==> config.mk <==
export PLATFORM = sky130hd
export DESIGN_NAME = lvps_sink
export DESIGN_NICKNAME = d
export VERILOG_FILES = /design/src/hdl/lvps_pkg.sv /design/src/hdl/lvps_sink.sv
export SDC_FILE = /design/constraint.sdc
export NUM_CORES = 1
export LEC_CHECK = 0
export ABC_AREA = 1
export BUFFER_PORTS_ARGS = -buffer_cell sky130_fd_sc_hd__buf_4
export CAP_MARGIN = 20
export CORE_MARGIN = 2
export CORE_UTILIZATION = 30
export CTS_BUF_LIST = sky130_fd_sc_hd__clkbuf_16
export DETAILED_ROUTE_END_ITERATION = 10
export GPL_TIMING_DRIVEN = 0
export HOLD_SLACK_MARGIN = 0.12
export PLACE_DENSITY = 0.58
export SYNTH_ARGS = -nofsm -noshare
export SYNTH_HDL_FRONTEND = slang
export SYNTH_SLANG_ARGS = --single-unit
==> constraint.sdc <==
create_clock -name clk -period 3.3 [get_ports clk]
set_input_delay 0.165 -clock clk [delete_from_list [all_inputs] [get_ports clk]]
set_output_delay 0.165 -clock clk [all_outputs]
set_load 0.01 [all_outputs]
==> src/hdl/lvps_pkg.sv <==
package lvps_pkg;

	// ************************************************************
	// Register map, APB byte offsets
	// ************************************************************
	localparam logic [11:0] LVPS_CTRL_OFS    = 12'h000;
	localparam logic [11:0] LVPS_SEL_OFS     = 12'h004;
	localparam logic [11:0] LVPS_STATE_OFS   = 12'h008;
	localparam logic [11:0] LVPS_IRQ_STS_OFS = 12'h00c;
	localparam logic [11:0] LVPS_IRQ_MSK_OFS = 12'h010;

	// Control fields
	localparam int LVPS_CTRL_ENABLE_BIT = 0;
	localparam int LVPS_CTRL_REPORT_BIT = 1;
	localparam int LVPS_CTRL_MODE_LSB   = 4;
	localparam logic [31:0] LVPS_CTRL_RESET = 32'h0000_0000;

	// Selection fields
	localparam int LVPS_SEL_GROUP_LSB  = 0;
	localparam int LVPS_SEL_MEMBER_LSB = 8;
	localparam logic [4:0] LVPS_GROUP_MIN  = 5'h01;
	localparam logic [4:0] LVPS_GROUP_MAX  = 5'h14;
	localparam logic [1:0] LVPS_MEMBER_MIN = 2'h1;
	localparam logic [1:0] LVPS_MEMBER_MAX = 2'h3;
	localparam logic [31:0] LVPS_SEL_RESET = 32'h0000_0101;

	// Interrupt status bits
	localparam int LVPS_IRQ_ALARM_BIT = 0;
	localparam int LVPS_IRQ_LOP_BIT   = 1;
	localparam int LVPS_IRQ_FAIL_BIT  = 2;
	localparam logic [2:0] LVPS_IRQ_RESET = 3'h0;

	// ************************************************************
	// Timing
	// ************************************************************
	localparam int LVPS_CLK_HZ        = 50_000_000;
	localparam int LVPS_SWITCH_MAX_US = 1000;
	localparam int LVPS_SWITCH_CYCLES = 2;

	// ************************************************************
	// Types
	// ************************************************************
	typedef enum logic [1:0] {
		LVPS_MODE_VC2,
		LVPS_MODE_VC12,
		LVPS_MODE_VC11
	} lvps_mode_type;

	typedef struct packed {
		logic [7:0] data;
		logic       frame_start;
		logic       valid;
	} lvps_stream_type;

	typedef struct packed {
		logic alarm_defect;
		logic lop_defect;
	} lvps_defect_type;

endpackage : lvps_pkg

==> src/hdl/lvps_sink.sv <==
// The APB slave port and the address map were chosen for this implementation.
`timescale 1ns/10ps
// Behaviour
// - Disabled instance sends all-ones data and reports no fault causes.
// - Alarm insert action is instance disabled or alarm defect or pointer loss or trail fail.
// - Server fail output follows alarm defect or pointer loss or trail fail.
// - All-ones substitution starts well within 1 ms of insert action.
// - Recovered data resumes well within 1 ms of insert action clearing.
// - Alarm fault cause needs alarm defect, no trail fail, report enabled.
// - Pointer loss cause needs pointer loss defect and no trail fail.
// - Alarm report enable is software configurable and resets to false.
// - VC-2 mode picks one TU-2 by group index 1 to 20.
// - VC-12 and VC-11 pick a TU-12 by group 1-20 and member 1-3.
// - Pointer bytes locate frame phase; defects come from the interpreter.
// - Three recovery modes, each giving data with frame phase.
// - Each instance may be deactivated to silence spurious pointer loss.
module lvps_sink (
	input  wire logic                      clk,
	input  wire logic                      srst,
	// APB slave
	input  wire logic                      psel,
	input  wire logic                      penable,
	input  wire logic                      pwrite,
	input  wire logic [11:0]               paddr,
	input  wire logic [31:0]               pwdata,
	output logic                           pready,
	output logic [31:0]                    prdata,
	output logic                           pslverr,
	// Group access point stream
	input  wire lvps_pkg::lvps_stream_type group_data_in,
	input  wire logic [4:0]                group_slot_index,
	input  wire logic [1:0]                member_slot_index,
	input  wire logic                      trail_fail_input,
	// Pointer interpreter results for the selected tributary
	input  wire lvps_pkg::lvps_defect_type pointer_defects,
	input  wire logic                      vc_phase_start,
	// Client side
	output lvps_pkg::lvps_stream_type      client_data_out,
	output logic                           client_server_fail_out,
	output logic                           alarm_fault_cause,
	output logic                           pointer_loss_fault_cause,
	output logic                           irq
);

	// ************************************************************
	// Register state
	// ************************************************************
	logic                  enable_reg;
	logic                  report_reg;
	lvps_pkg::lvps_mode_type mode_reg;
	logic [4:0]            group_sel_reg;
	logic [1:0]            member_sel_reg;
	logic [2:0]            irq_sts_reg;
	logic [2:0]            irq_msk_reg;
	logic [2:0]            irq_sts_next;
	logic                  insert_reg;
	logic                  cause_alarm_next;
	logic                  cause_lop_next;
	logic                  alarm_insert_action;
	logic                  server_fail_action;
	logic                  slot_match;
	logic                  sel_legal;
	logic                  wr_en;
	logic                  rd_en;
	logic [2:0]            events;
	logic [31:0]           rd_word;

	// Writes land only at the edge that completes the access
	assign wr_en = psel && penable && pwrite && pready;
	assign rd_en = psel && penable && !pwrite;

	// ************************************************************
	// Defect correlation and consequent actions
	// ************************************************************
	// Fault causes and interrupt events only count defects while this instance is active; server fail counts them always
	assign alarm_insert_action = !enable_reg || pointer_defects.alarm_defect
	                             || pointer_defects.lop_defect || trail_fail_input;
	assign server_fail_action  = pointer_defects.alarm_defect || pointer_defects.lop_defect
	                             || trail_fail_input;
	assign cause_alarm_next = enable_reg && pointer_defects.alarm_defect
	                          && !trail_fail_input && report_reg;
	assign cause_lop_next   = enable_reg && pointer_defects.lop_defect && !trail_fail_input;
	assign events = {cause_alarm_next ? 1'b0 : server_fail_action && enable_reg,
	                 cause_lop_next, cause_alarm_next};

	// Legal index ranges; members ignored in VC-2 mode
	assign sel_legal = (group_sel_reg >= lvps_pkg::LVPS_GROUP_MIN)
	                   && (group_sel_reg <= lvps_pkg::LVPS_GROUP_MAX)
	                   && ((mode_reg == lvps_pkg::LVPS_MODE_VC2)
	                       || ((member_sel_reg >= lvps_pkg::LVPS_MEMBER_MIN)
	                           && (member_sel_reg <= lvps_pkg::LVPS_MEMBER_MAX)));
	// Slot match on the tributary being presented this byte time
	assign slot_match = sel_legal && (group_slot_index == group_sel_reg)
	                    && ((mode_reg == lvps_pkg::LVPS_MODE_VC2)
	                        || (member_slot_index == member_sel_reg));

	// ************************************************************
	// Client output path
	// ************************************************************
	// Insert flag is one stage, so the switch is at most two cycles, far below 1 ms
	always_ff @(posedge clk) begin
		if (srst) begin
			insert_reg <= 1'b1;
		end else begin
			insert_reg <= alarm_insert_action;
		end
	end

	// Timing kept during substitution so downstream stays aligned
	always_ff @(posedge clk) begin
		if (srst) begin
			client_data_out <= '0;
		end else begin
			client_data_out.valid       <= group_data_in.valid && slot_match;
			client_data_out.frame_start <= group_data_in.valid && slot_match
			                               && vc_phase_start;
			if (insert_reg || alarm_insert_action) begin
				client_data_out.data <= 8'hff;
			end else if (group_data_in.valid && slot_match) begin
				client_data_out.data <= group_data_in.data;
			end
		end
	end

	// Management outputs
	always_ff @(posedge clk) begin
		if (srst) begin
			client_server_fail_out   <= 1'b0;
			alarm_fault_cause        <= 1'b0;
			pointer_loss_fault_cause <= 1'b0;
		end else begin
			client_server_fail_out   <= server_fail_action;
			alarm_fault_cause        <= cause_alarm_next;
			pointer_loss_fault_cause <= cause_lop_next;
		end
	end

	// ************************************************************
	// Interrupt status and mask
	// ************************************************************
	// Set wins over a write-one clear in the same cycle
	always_comb begin
		irq_sts_next = irq_sts_reg;
		if (wr_en && paddr == lvps_pkg::LVPS_IRQ_STS_OFS) begin
			irq_sts_next = irq_sts_reg & ~pwdata[2:0];
		end
		irq_sts_next = irq_sts_next | events;
	end

	always_ff @(posedge clk) begin
		if (srst) begin
			irq_sts_reg <= lvps_pkg::LVPS_IRQ_RESET;
			irq         <= 1'b0;
		end else begin
			irq_sts_reg <= irq_sts_next;
			irq         <= |(irq_sts_next & irq_msk_reg);
		end
	end

	// ************************************************************
	// APB register writes
	// ************************************************************
	always_ff @(posedge clk) begin
		if (srst) begin
			enable_reg     <= lvps_pkg::LVPS_CTRL_RESET[lvps_pkg::LVPS_CTRL_ENABLE_BIT];
			report_reg     <= lvps_pkg::LVPS_CTRL_RESET[lvps_pkg::LVPS_CTRL_REPORT_BIT];
			mode_reg       <= lvps_pkg::LVPS_MODE_VC12;
			group_sel_reg  <= lvps_pkg::LVPS_SEL_RESET[4:0];
			member_sel_reg <= lvps_pkg::LVPS_SEL_RESET[9:8];
			irq_msk_reg    <= lvps_pkg::LVPS_IRQ_RESET;
		end else if (wr_en) begin
			unique case (paddr)
				lvps_pkg::LVPS_CTRL_OFS: begin
					enable_reg <= pwdata[lvps_pkg::LVPS_CTRL_ENABLE_BIT];
					report_reg <= pwdata[lvps_pkg::LVPS_CTRL_REPORT_BIT];
					// Unused mode code falls back to VC-12
					unique case (pwdata[lvps_pkg::LVPS_CTRL_MODE_LSB +: 2])
						2'h0:    mode_reg <= lvps_pkg::LVPS_MODE_VC2;
						2'h2:    mode_reg <= lvps_pkg::LVPS_MODE_VC11;
						default: mode_reg <= lvps_pkg::LVPS_MODE_VC12;
					endcase
				end
				lvps_pkg::LVPS_SEL_OFS: begin
					group_sel_reg  <= pwdata[lvps_pkg::LVPS_SEL_GROUP_LSB +: 5];
					member_sel_reg <= pwdata[lvps_pkg::LVPS_SEL_MEMBER_LSB +: 2];
				end
				lvps_pkg::LVPS_IRQ_MSK_OFS: begin
					irq_msk_reg <= pwdata[2:0];
				end
				default: begin
				end
			endcase
		end
	end

	// ************************************************************
	// APB read mux and answer
	// ************************************************************
	always_comb begin
		rd_word = 32'h0000_0000;
		unique case (paddr)
			lvps_pkg::LVPS_CTRL_OFS: begin
				rd_word[lvps_pkg::LVPS_CTRL_ENABLE_BIT] = enable_reg;
				rd_word[lvps_pkg::LVPS_CTRL_REPORT_BIT] = report_reg;
				rd_word[lvps_pkg::LVPS_CTRL_MODE_LSB +: 2] = mode_reg;
			end
			lvps_pkg::LVPS_SEL_OFS: begin
				rd_word[lvps_pkg::LVPS_SEL_GROUP_LSB +: 5]  = group_sel_reg;
				rd_word[lvps_pkg::LVPS_SEL_MEMBER_LSB +: 2] = member_sel_reg;
			end
			lvps_pkg::LVPS_STATE_OFS: begin
				rd_word[5:0] = {sel_legal, insert_reg, pointer_loss_fault_cause,
				                alarm_fault_cause, client_server_fail_out, trail_fail_input};
			end
			lvps_pkg::LVPS_IRQ_STS_OFS: rd_word[2:0] = irq_sts_reg;
			lvps_pkg::LVPS_IRQ_MSK_OFS: rd_word[2:0] = irq_msk_reg;
			default: rd_word = 32'h0000_0000;
		endcase
	end

	// One wait state: ready rises in the second access cycle
	always_ff @(posedge clk) begin
		if (srst) begin
			pready  <= 1'b0;
			prdata  <= 32'h0000_0000;
			pslverr <= 1'b0;
		end else begin
			pready  <= psel && penable && !pready;
			prdata  <= rd_en ? rd_word : 32'h0000_0000;
			pslverr <= psel && penable && !pready && (paddr > lvps_pkg::LVPS_IRQ_MSK_OFS || paddr[1:0] != 2'h0);
		end
	end

endmodule : lvps_sink

=== After elaboration in Yosys (flattened, before gate mapping) ===
Cells that the tools add are included.

* $lt $le $gt $ge: 5
* Equal/unequal tests: 7
* Multiplexer cells: 10
* Bitwise operators: 6
* Reduce and logical (&&, ||, !) cells: 44

{| class="wikitable"
|+ Operator list
! kind !! number
|-
| == test 12 x 4 -> 1 bit, second input constant || 2
|-
| logical AND 1 bit || 20
|-
| two-way mux 8 bit || 2
|-
| == test 12 x 3 -> 1 bit, second input constant || 1
|-
| == test 12 x 5 -> 1 bit, second input constant || 1
|-
| greater-than comparator 12 x 5 -> 1 bit, second input constant || 1
|-
| logical NOT 12 bit || 1
|-
| case mux 2 bit (5 select lines) || 1
|-
| logical OR 1 bit || 9
|-
| bitwise AND 3 bit || 2
|-
| AND reduction 2 bit || 3
|-
| OR reduction 3 bit || 2
|-
| == test 5 bit || 1
|-
| greater-or-equal comparator 5 x 1 -> 1 bit, second input constant || 1
|-
| less-or-equal comparator 5 bit, second input constant || 1
|-
| logical NOT 1 bit || 4
|-
| logical NOT 2 bit || 2
|-
| case mux 1 bit (2 select lines) || 2
|-
| case mux 1 bit (4 select lines) || 1
|-
| case mux 2 bit (2 select lines) || 1
|-
| nonzero test 2 bit || 2
|-
| two-way mux 3 bit || 1
|-
| NOT 3 bit || 1
|-
| bitwise OR 3 bit || 1
|-
| 8 further kinds || 9
|}

* Register bits: 66
* Input port bits: 70
* Output and inout port bits: 48

=== Logic depth before layout (Yosys ltp) ===
Gate-level depths: netlist of the first run.

* Depth in word-level cells: 9
* Mapped depth: 10
* Depth with buffers taken out: 10

=== Least setup slack after synthesis of the first run ===
OpenSTA, ideal clock, no wires.

* Path type: register -> register
* Start: reg pready
* End: reg enable_reg
* Setup time: 0.123 ns
* Data arrival time: 1.133 ns
* Data required time: 3.177 ns
* Setup slack: 2.045 ns
* Stages on the path, launching flop included: 8
* Path through: dfxtp_1 -> nand2_1 -> nor2_2 -> inv_2 -> nor2_4 -> inv_2 -> o21ai_0 -> a21oi_1

* Cells in the longest elaborated chain, start to end: 2

{| class="wikitable"
|+ Ends and longest elaborated chain
! what !! RTL line !! source
|-
| start: declaration || lvps_sink.sv:26 || <nowiki>output logic pready,</nowiki>
|-
| start signal: assignment || lvps_sink.sv:228 || <nowiki>pready <= psel && penable && !pready;</nowiki>
|-
| logical AND 1 bit || lvps_sink.sv:69 || <nowiki>assign wr_en = psel && penable && pwrite && pready;</nowiki>
|-
| AND reduction 2 bit (no source line) || - ||
|-
| end signal: assignment || lvps_sink.sv:165 || <nowiki>enable_reg <= lvps_pkg::LVPS_CTRL_RESET[lvps_pkg::LVPS_CTRL_ENABLE_BIT];</nowiki>
|-
| end signal: assignment || lvps_sink.sv:174 || <nowiki>enable_reg <= pwdata[lvps_pkg::LVPS_CTRL_ENABLE_BIT];</nowiki>
|-
| end: declaration || lvps_sink.sv:48 || <nowiki>logic enable_reg;</nowiki>
|}

Every way passes these cells.
A chain may end at the register's enable or synchronous reset.

=== Worst setup path in the final report of the first run ===
* Start: in srst
* End: reg prdata[3]

* Cells in the longest elaborated chain, start to end: 1

{| class="wikitable"
|+ Ends and longest elaborated chain
! what !! RTL line !! source
|-
| start: declaration || lvps_sink.sv:19 || <nowiki>input wire logic srst,</nowiki>
|-
| OR reduction 2 bit (no source line) || - ||
|-
| end signal: assignment || lvps_sink.sv:229 || <nowiki>prdata <= rd_en ? rd_word : 32'h0000_0000;</nowiki>
|-
| end: declaration || lvps_sink.sv:27 || <nowiki>output logic [31:0] prdata,</nowiki>
|}

Every way passes these cells.

==> results by group, run 1 <==
Clock network
  – Clock input transition at the sequential cells of the worst setup and hold paths: 60 ps
  – Maximum clock insertion buffer count: 2
  – CTS Sinks: 42
  – TritonCTS clock tree: done
  – H-tree depth: 2
  – PostCTS Resize Cnt: 0
  – TritonCTS Buffers: 5
  – CTS Root Cell: clkbuf_16
  – Clock Latency Late Sink: 290 ps

Finish
  – Fillers: 795
  – N_diodes: 0
  – Share of cells above drive strength 1: 0.2838
  – FF+latch area: between 800 and 900 um^2
  – Nets: approximately 510
  – Commonest non-fill, non-tap cells in the layout: 93 x buf_4, 56 x nand2_1, 54 x nor2_1, 46 x inv_1, 42 x dfxtp_1
  – Design area: about 0.0032 mm^2
  – Fin util: 0.4408
  – Area grow syn2layout: 41.08%
  – Cell Count, Final, Fillers Out: around 540
  – Area of the multi-input gates: approximately 0.0011 mm^2
  – Max reg flops: 10
  – Most common cell after layout, fill and taps aside: buf_4

Timing
  – Fmax: ~0.6 GHz
  – Final setup viols: 0
  – Final setup TNS: 0 ps
  – Final hold vios: 0
  – Worst Clk Skew: about 8.4 ps
  – Fin Hold WS: 118.0 ps
  – Slew @ Worst Pin: between 600 and 700 ps
  – RSZ-0062 raised after global routing: no
  – Headroom to the max-slew limit: 0.5871
  – Final Cycle Share: 0.5022
  – Min Clock Period, post-route: 1657 ps
  – Final max-slew violation count: 0

Drt
  – Routed wire per std cell: about 11 um
  – Avg Vias per Cell: between 4 and 5
  – Routed WL: 5964 um
  – Via count: roughly 2300
  – DRT antenna net count: 0
  – Drt pass-1 iters: 4
  – Drt drc: 0
  – Iteration-0 DRC Markers: 99

Min path
  – Hold Crit Class: input port to flop
  – Hold depth: 3
  – Worst hold endpoint: client_data_out[5]
  – Hold path startpoint: group_data_in[5]

Yosys
  – Largest cells by area after synthesis: dfxtp_1 37%, nand2_1 9.2%, nor2_1 8.9%
  – Post-synthesis cell type count: 31
  – Sequential-to-total area share from yosys stat: 0.3690
  – Mapped Area: 0.002278 mm^2
  – Synth warn: 0
  – #FFs+latches synth: between 40 and 50
  – Syn Inst Count: roughly 330
  – Syn Area/Cell: just under 7 um^2
  – Synth area leader: dfxtp_1
  – Synth top area share: 0.3690

Place
  – Dpl cells: approximately 520
  – HPWL after detailed placement: ~4800 um
  – GPL Wtd Cong: 0.8618
  – Placed instance area: between 0.002 and 0.003 mm^2
  – Port buffer count: 68

GRT
  – Pin count of the biggest net entering global routing: 13
  – Total grt overflow: 0
  – GRT Overall Usage: 0.1517
  – Antenna violations before repair: 0
  – Vias in the first global route: roughly 2200
  – First-pass GRT wire length: about 10000 um

Floorplan
  – Die Ht: approximately 90 um
  – Row cnt: 31
  – Core Region: about 0.0073 mm^2
  – Starting Density: 0.3125
  – Total Die Area: between 0.008 and 0.009 mm^2
  – I/O Pins: roughly 120
  – Die width: 91.15 um

Power
  – Worst VDD drop: approximately 170 uV
  – Power density cells: about 350 mW/mm^2
  – LEAKAGE: ~1.6 nW

Critical path
  – Worst Setup Start Kind: input port
  – WP data arrival: around 1900 ps
  – RR Startpoint: mode_reg[0]
  – Critical path fanouts, max: 6
  – Critical Path End Type: flop
  – RR Endpoint: client_data_out[6]
  – Required time worst endpoint: 3500 ps
  – CP Class: input port to flop
  – Reg-to-reg slack, setup: about 1800 ps
  – Worst Reg2Reg Path Length in Cells: 8

Run
  – Maxcap violations: 0

Run status
  – Status: finished clean
==> synth_stat cells, drive strengths merged <==
| cell | instances |
|---|---|
| a21boi | 1 |
| a21oi | 12 |
| a31oi | 1 |
| buf | 26 |
| clkbuf | 3 |
| conb | 1 |
| dfxtp | 42 |
| inv | 48 |
| nand2 | 61 |
| nand3 | 34 |
| nand4 | 7 |
| nor2 | 64 |
| nor3 | 8 |
| nor3b | 1 |
| nor4 | 1 |
| o211ai | 1 |
| o21a | 1 |
| o21ai | 17 |
| o22ai | 2 |
==> kinds of logic (layout without fill, tap and decap cells) <==
kind of cell	after synthesis	in the layout	share of synthesized area
simple gates	176	176	0.3729
flops	42	42	0.3690
buf+inv	77	160	0.1713
other cells	1	24	0.001646
compound gates	35	35	0.08512
==> worst max path at each step <==
| stage | startpoint | endpoint | slack, ps | depth (start not counted) |
|---|---|---|---|---|
| floorplan | pready | enable_reg | 2040 | 7 |
| global placement | mode_reg[1] | client_data_out[2] | 1820 | 8 |
| detailed placement | mode_reg[1] | client_data_out[6] | 1810 | 8 |
| finish | srst | prdata[3] | 1640 | 5 |
| global route | srst | prdata[3] | 1460 | 5 |
| CTS | srst | prdata[3] | 1650 | 5 |
==> what timing repair did <==
action | 4_1_cts | 5_1_grt
buffers inserted | 0 | 0
hold buffers | 8 | 0
endpoints found under the hold margin | 8 | 0
==> report_power, final <==
part           leakage, nW  internal [mW]  switching, mW
registers            0.342          0.514        0.00401
logic                 1.21         0.0784         0.0671
clock network       0.0694          0.273          0.190
==> critical path, stage by stage <==
cell	delay (ps)
dlygate4sd3_1	540
buf_4	160
nor3_1	520
nand4_1	300
o22ai_1	180
==> cell type report <==
class                   instances  share of cell area
inverters                      48             0.05605
flip-flops and latches         42              0.2616
multi-input cells             235              0.3527
repair buffers                 76              0.1837
well taps                      99             0.03854
clock inverters                 2            0.003114
plain buffers                  29             0.06540
clock buffers                   5             0.03893
==> metrics by stage <==
stage | power, mW | worst slack [ps]
after floorplan | 0.6006 | 2045
after global placement | 0.6661 | 1822
after detailed placement | 0.6673 | 1813
after CTS | 1.140 | 1655
after global routing | 1.179 | 1461
final | 1.127 | 1643
==> layer usage <==
layer / routed length [um] / global-route usage / part of all wire / vias up
met1: 2715 / 0.1972 / 0.46 / 989
li1: - / - / - / 1206
met3: 315 / 0.03154 / 0.053 / 8
met5: 0 / 0 / 0 / -
met4: 97 / 0.05429 / 0.016 / 0
met2: 2836 / 0.2481 / 0.48 / 66
No activity file was read; power rests on OpenSTA's default activity.
==> run 2: changes to the inputs <==
Clock period 3.3 ns to 1.7 ns, I/O delays scaled along.
==> run 2 against run 1 <==
  * Clock skew is 1.6 ps higher
  * Sequential share of layout area is 0.67 points lower
  * Cell count is 1.5% higher
  * Routed wire length is 1.4% higher
  * Sequential cell count stayed put
  * Combinational power is 100% higher
  * Via count is 1.7% higher
  * Critical endpoint is now client_data_out[6]
==> results by group, run 2 (synthesis results as in run 1) <==
Power
  – Comb power frac: 0.134
  – Sw Pwr: ~0.52 mW
  – Internal power: roughly 1.7 mW
  – Sw Ratio: 0.2347
  – Clock network power share: 0.411
  – Worst VDD drop: approximately 330 uV
  – Part of the power in registers: 0.455
  – LEAKAGE: 1.661 nW
  – Power density cells: ~670 mW/mm^2

Critical path
  – Most frequent CP cell: nor2_1
  – Reg-to-reg slack, setup: roughly 170 ps
  – Crit-path leading delay family: simple AND/OR/NAND/NOR gates
  – Slowest stage cell, crit path: dfxtp_1
  – Critical path fanouts, max: 5
  – RR Startpoint: mode_reg[0]
  – WP data arrival: around 1700 ps
  – Required time worst endpoint: roughly 1900 ps
  – Worst setup startpoint: mode_reg[0]
  – CP peak stage delay: ~300 ps
  – Critical Path End Type: flop
  – Crit path to: client_data_out[6]
  – CP Class: flop to flop
  – Worst Path Buf+Inv: 1
  – Crit path depth: 8
  – Worst Setup Start Kind: flop
  – Worst Reg2Reg Path Length in Cells: 8
  – Crit-path cells: inv_1 -> nand2_1 -> nand3_1 -> nand3_1 -> nor2_1 -> nand3_2 -> nor2_1 -> nor2_1
  – RR Endpoint: client_data_out[6]

Clock network
  – Post-CTS Setup Repair Bufs: 0
  – H-tree depth: 2
  – CTS Root Cell: clkbuf_16
  – Clock input transition at the sequential cells of the worst setup and hold paths: about 60 ps
  – TritonCTS clock tree: done
  – Maximum clock insertion buffer count: 2
  – CTS Sinks: 42
  – Clock Latency Late Sink: approximately 290 ps
  – TritonCTS Buffers: 5

Timing
  – Final max-slew violation count: 0
  – Final Cycle Share: 0.9001
  – Final setup viols: 0
  – Final hold vios: 0
  – Headroom to the max-slew limit: 0.6189
  – Min Clock Period, post-route: around 1500 ps
  – Fmax: about 0.65 GHz
  – Final setup TNS: 0 ps
  – Slew @ Worst Pin: between 500 and 600 ps
  – RSZ-0062 raised after global routing: no
  – Worst Clk Skew: 10.03 ps

GRT
  – Total grt overflow: 0
  – First-pass GRT wire length: between 10000 and 15000 um
  – GRT Overall Usage: 0.1532
  – Antenna violations before repair: 0
  – Pin count of the biggest net entering global routing: 13
  – Vias in the first global route: 2212

Drt
  – Routed WL: 6046 um
  – DRT antenna net count: 0
  – Drt drc: 0
  – Avg Vias per Cell: 4.243
  – Routed wire per std cell: ~11 um
  – Iteration-0 DRC Markers: 86
  – Via count: roughly 2300
  – Drt pass-1 iters: 4

Floorplan
  – Row cnt: 31
  – Starting Density: 0.3125
  – I/O Pins: around 120
  – Die Ht: 91.15 um
  – Total Die Area: roughly 0.0083 mm^2
  – Core Region: 0.007292 mm^2
  – Die width: a little over 90 um

Min path
  – Hold Crit Class: input port to flop

Finish
  – N_diodes: 0
  – Area grow syn2layout: 44.81%
  – FF+latch area: 840.8 um^2
  – Most common cell after layout, fill and taps aside: buf_4
  – Cell Count, Final, Fillers Out: between 500 and 600
  – Nets: roughly 520
  – Max reg flops: 10
  – Fillers: 794
  – Commonest non-fill, non-tap cells in the layout: 93 x buf_4, 56 x nand2_1, 54 x nor2_1, 46 x inv_1, 42 x dfxtp_1
  – Share of cells above drive strength 1: 0.2809
  – Area of the multi-input gates: 0.001139 mm^2

Place
  – Dpl cells: 521
  – GPL Wtd Cong: 0.8618
  – HPWL after detailed placement: roughly 4800 um
  – Port buffer count: between 60 and 70

Run
  – Maxcap violations: 0

Run status
  – Status: finished clean
run 2: routing by layer:
layer	track usage	routed length, um	vias to the layer above
met5	0	0	-
met4	0.05429	97	0
met3	0.03237	376	8
met2	0.2537	2908	67
met1	0.1967	2664	1012
li1	-	-	1221
run 2: final cells by class:
| class | instances | share of cell area |
|---|---|---|
| multi-input combinational | 235 | 0.3451 |
| sequential | 42 | 0.2548 |
| timing repair buffer | 84 | 0.2033 |
| buffer | 29 | 0.06371 |
| inverter | 48 | 0.05461 |
| clock buffer | 5 | 0.03792 |
| tap | 99 | 0.03754 |
| clock inverter | 2 | 0.003034 |
run 2: how the worst min path moves through the flow:
stage                     startpoint            endpoint  slack [ps]  cells after the start
floorplan                       srst   alarm_fault_cause         170                      1
global placement           pwdata[8]   member_sel_reg[0]         310                      3
detailed placement         pwdata[8]   member_sel_reg[0]         320                      3
CTS                 group_data_in[7]  client_data_out[7]         120                      5
global route        group_data_in[7]  client_data_out[7]         140                      5
finish                        pwrite           prdata[5]         120                      3
run 2: tightest hold or removal path: cells and delay by family:
| family | cells | cell delay, ps |
|---|---|---|
| AND/OR/NAND/NOR | 1 | 60 |
| AO/OA/AOI/OAI | 1 | 110 |
| buffers and inverters | 1 | 90 |
run 2: through the flow:
step	util	setup WS (ps)	instance area [um^2]	total power [mW]	hold slack [ps]
finish	0.4525	169.9	3299	2.210	120.7
global route	0.4525	45.20	3299	2.303	143.6
global placement	0.4113	221.7	2999	1.293	308.8
floorplan	-	444.7	2365	1.166	168.9
CTS	0.4518	134.7	3294	2.225	121.4
detailed placement	0.4113	212.5	2999	1.295	315.8
run 2: repair_timing:
| action | 4_1_cts | 5_1_grt |
|---|---|---|
| gates resized for setup | 0 | 1 |
| endpoints found under the hold margin | 20 | 0 |
| hold buffers | 16 | 0 |
| endpoints found under the setup margin | 0 | 3 |
run 2: power groups by stage:
stage | registers [mW] | logic (mW) | clock network, mW
3_3_place_gp | 1.03 | 0.266 | 0
4_1_cts | 1.01 | 0.295 | 0.923
6_report | 1.01 | 0.296 | 0.907
5_1_grt | 1.01 | 0.329 | 0.967
3_5_place_dp | 1.03 | 0.268 | 0
2_1_floorplan | 1.03 | 0.133 | 0
==> run 3: changes to the inputs <==
Settings changed: CORE_UTILIZATION 30 to 45, PLACE_DENSITY 0.58 to 0.81, SKIP_LAST_GASP from default to 1.
==> run 3 against run 2 <==
  * Critical endpoint is now prdata[3]
  * Routed wire length down 1.4%
  * Non-clock buffer count grew 1
  * Utilization rose by 23 points
  * Critical path type is now input port to flop
  * Sequential power hardly changed
  * Largest cell class unchanged
  * Global-route usage increased by 6.5 points
  * Via count is 4.9% higher
==> results by group, run 3 (synthesis results as in run 1) <==
Run status
  – Status: finished clean

Clock network
  – H-tree depth: 2
  – TritonCTS clock tree: done
  – CTS Sinks: 42
  – Clock input transition at the sequential cells of the worst setup and hold paths: approximately 60 ps
  – CTS Root Cell: clkbuf_16
  – Maximum clock insertion buffer count: 2
  – Clock Latency Late Sink: between 200 and 300 ps
  – TritonCTS Buffers: 5
  – Hold Buf Count CTS: 17
  – Post-CTS Setup Repair Bufs: 0
  – PostCTS Resize Cnt: 0

Place
  – HPWL after detailed placement: roughly 4500 um
  – GPL Wtd Cong: 0.8783
  – Port buffer count: 68

Drt
  – Drt drc: 0
  – Via count: between 2000 and 2500
  – DRT antenna net count: 0
  – Iteration-0 DRC Markers: 198
  – Routed WL: between 5000 and 6000 um
  – Routed wire per std cell: around 12 um
  – Avg Vias per Cell: 4.710
  – Drt pass-1 iters: 5

Timing
  – Final max-slew violation count: 0
  – Final setup TNS: 0 ps
  – RSZ-0062 raised after global routing: no
  – Fmax: approximately 0.61 GHz
  – Min Clock Period, post-route: between 1500 and 2000 ps
  – Final hold vios: 0
  – Fin Hold WS: between 100 and 150 ps
  – Final setup viols: 0
  – Headroom to the max-slew limit: 0.5493
  – Slew @ Worst Pin: approximately 670 ps
  – Worst Clk Skew: around 7.6 ps
  – Final Cycle Share: 0.9637

Floorplan
  – Row cnt: 25
  – Die width: roughly 75 um
  – I/O Pins: roughly 120
  – Total Die Area: approximately 0.0056 mm^2
  – Starting Density: 0.4730
  – Core Region: around 0.0048 mm^2
  – Die Ht: between 70 and 80 um

Run
  – Maxcap violations: 0

Finish
  – Most common cell after layout, fill and taps aside: buf_4
  – Max reg flops: 10
  – Share of cells above drive strength 1: 0.2796
  – Area grow syn2layout: 44.81%
  – Nets: 516
  – Commonest non-fill, non-tap cells in the layout: 93 x buf_4, 56 x nand2_1, 54 x nor2_1, 46 x inv_1, 42 x dfxtp_1
  – N_diodes: 0

GRT
  – Antenna violations before repair: 0
  – First-pass GRT wire length: a little over 9000 um
  – Pin count of the biggest net entering global routing: 15
  – Vias in the first global route: ~2300
  – Total grt overflow: 0
  – GRT Overall Usage: 0.2180

Min path
  – Hold Crit Class: input port to flop

Critical path
  – Critical Path End Type: flop
  – Reg-to-reg slack, setup: about 160 ps
  – Critical path fanouts, max: 6
  – Required time worst endpoint: between 1500 and 2000 ps
  – WP data arrival: about 1800 ps
  – Worst Setup Start Kind: input port
  – CP Class: input port to flop

Power
  – Power density cells: slightly above 700 mW/mm^2
  – LEAKAGE: 1.670 nW
  – Worst VDD drop: 471.4 uV
## run 3: cell count changes in the layout (fill, tap and decap cells not counted), sizes merged
cell | previous run | this run
bufinv | 0 | 1
dlygate4sd3 | 16 | 17
clkinvlp | 0 | 2
clkinv | 2 | 0
## run 3: metrics by stage
step	instances	instance area, um^2	total power, mW	setup slack, ps	utilization
global placement	489	2959	1.289	260.3	0.6143
finish	514	3299	2.389	61.79	0.6849
detailed placement	489	2959	1.294	215.7	0.6143
CTS	514	3299	2.398	97.97	0.6849
global route	514	3299	2.466	13.96	0.6849
floorplan	354	2365	1.166	444.7	-
## run 3: worst paths after layout
path | start | endpoint | cells after the start
hold / removal | group_data_in[9] | client_data_out[9] | 5
setup reg to reg | mode_reg[0] | client_data_out[2] | 8
setup / recovery | srst | prdata[3] | 5
hold reg to reg | enable_reg | insert_reg | 1
## run 3: metal layers
| layer | GRT usage | wire, um | vias up | part of all wire |
|---|---|---|---|---|
| li1 | - | - | 1231 | - |
| met1 | 0.2482 | 2349 | 1075 | 0.39 |
| met2 | 0.3850 | 2996 | 103 | 0.50 |
| met3 | 0.06426 | 504 | 12 | 0.085 |
| met4 | 0.08187 | 113 | 0 | 0.019 |
| met5 | 0 | 0 | - | 0 |
## run 3: power by group
part	switching [mW]	leakage (nW)	internal [mW]
Combinational	0.135	1.25	0.164
Clock	0.392	0.0760	0.692
Sequential	0.00762	0.342	0.998
Total	0.535	1.67	1.85
## run 3: cell type report
class	count	area, um^2
Timing Repair Buffer	85	680.7
Buffer	29	210.2
Sequential cell	42	840.8
Tap cell	67	83.83
Multi-Input combinational cell	235	1134
Fill cell	427	1518
Clock buffer	5	125.1
Inverter	48	180.2
Clock inverter	3	45.04
## run 3: critical path: stages
cell	delay (ps)
dlygate4sd3_1	540
buf_4	160
nor3_1	560
nand4_1	310
o22ai_1	190
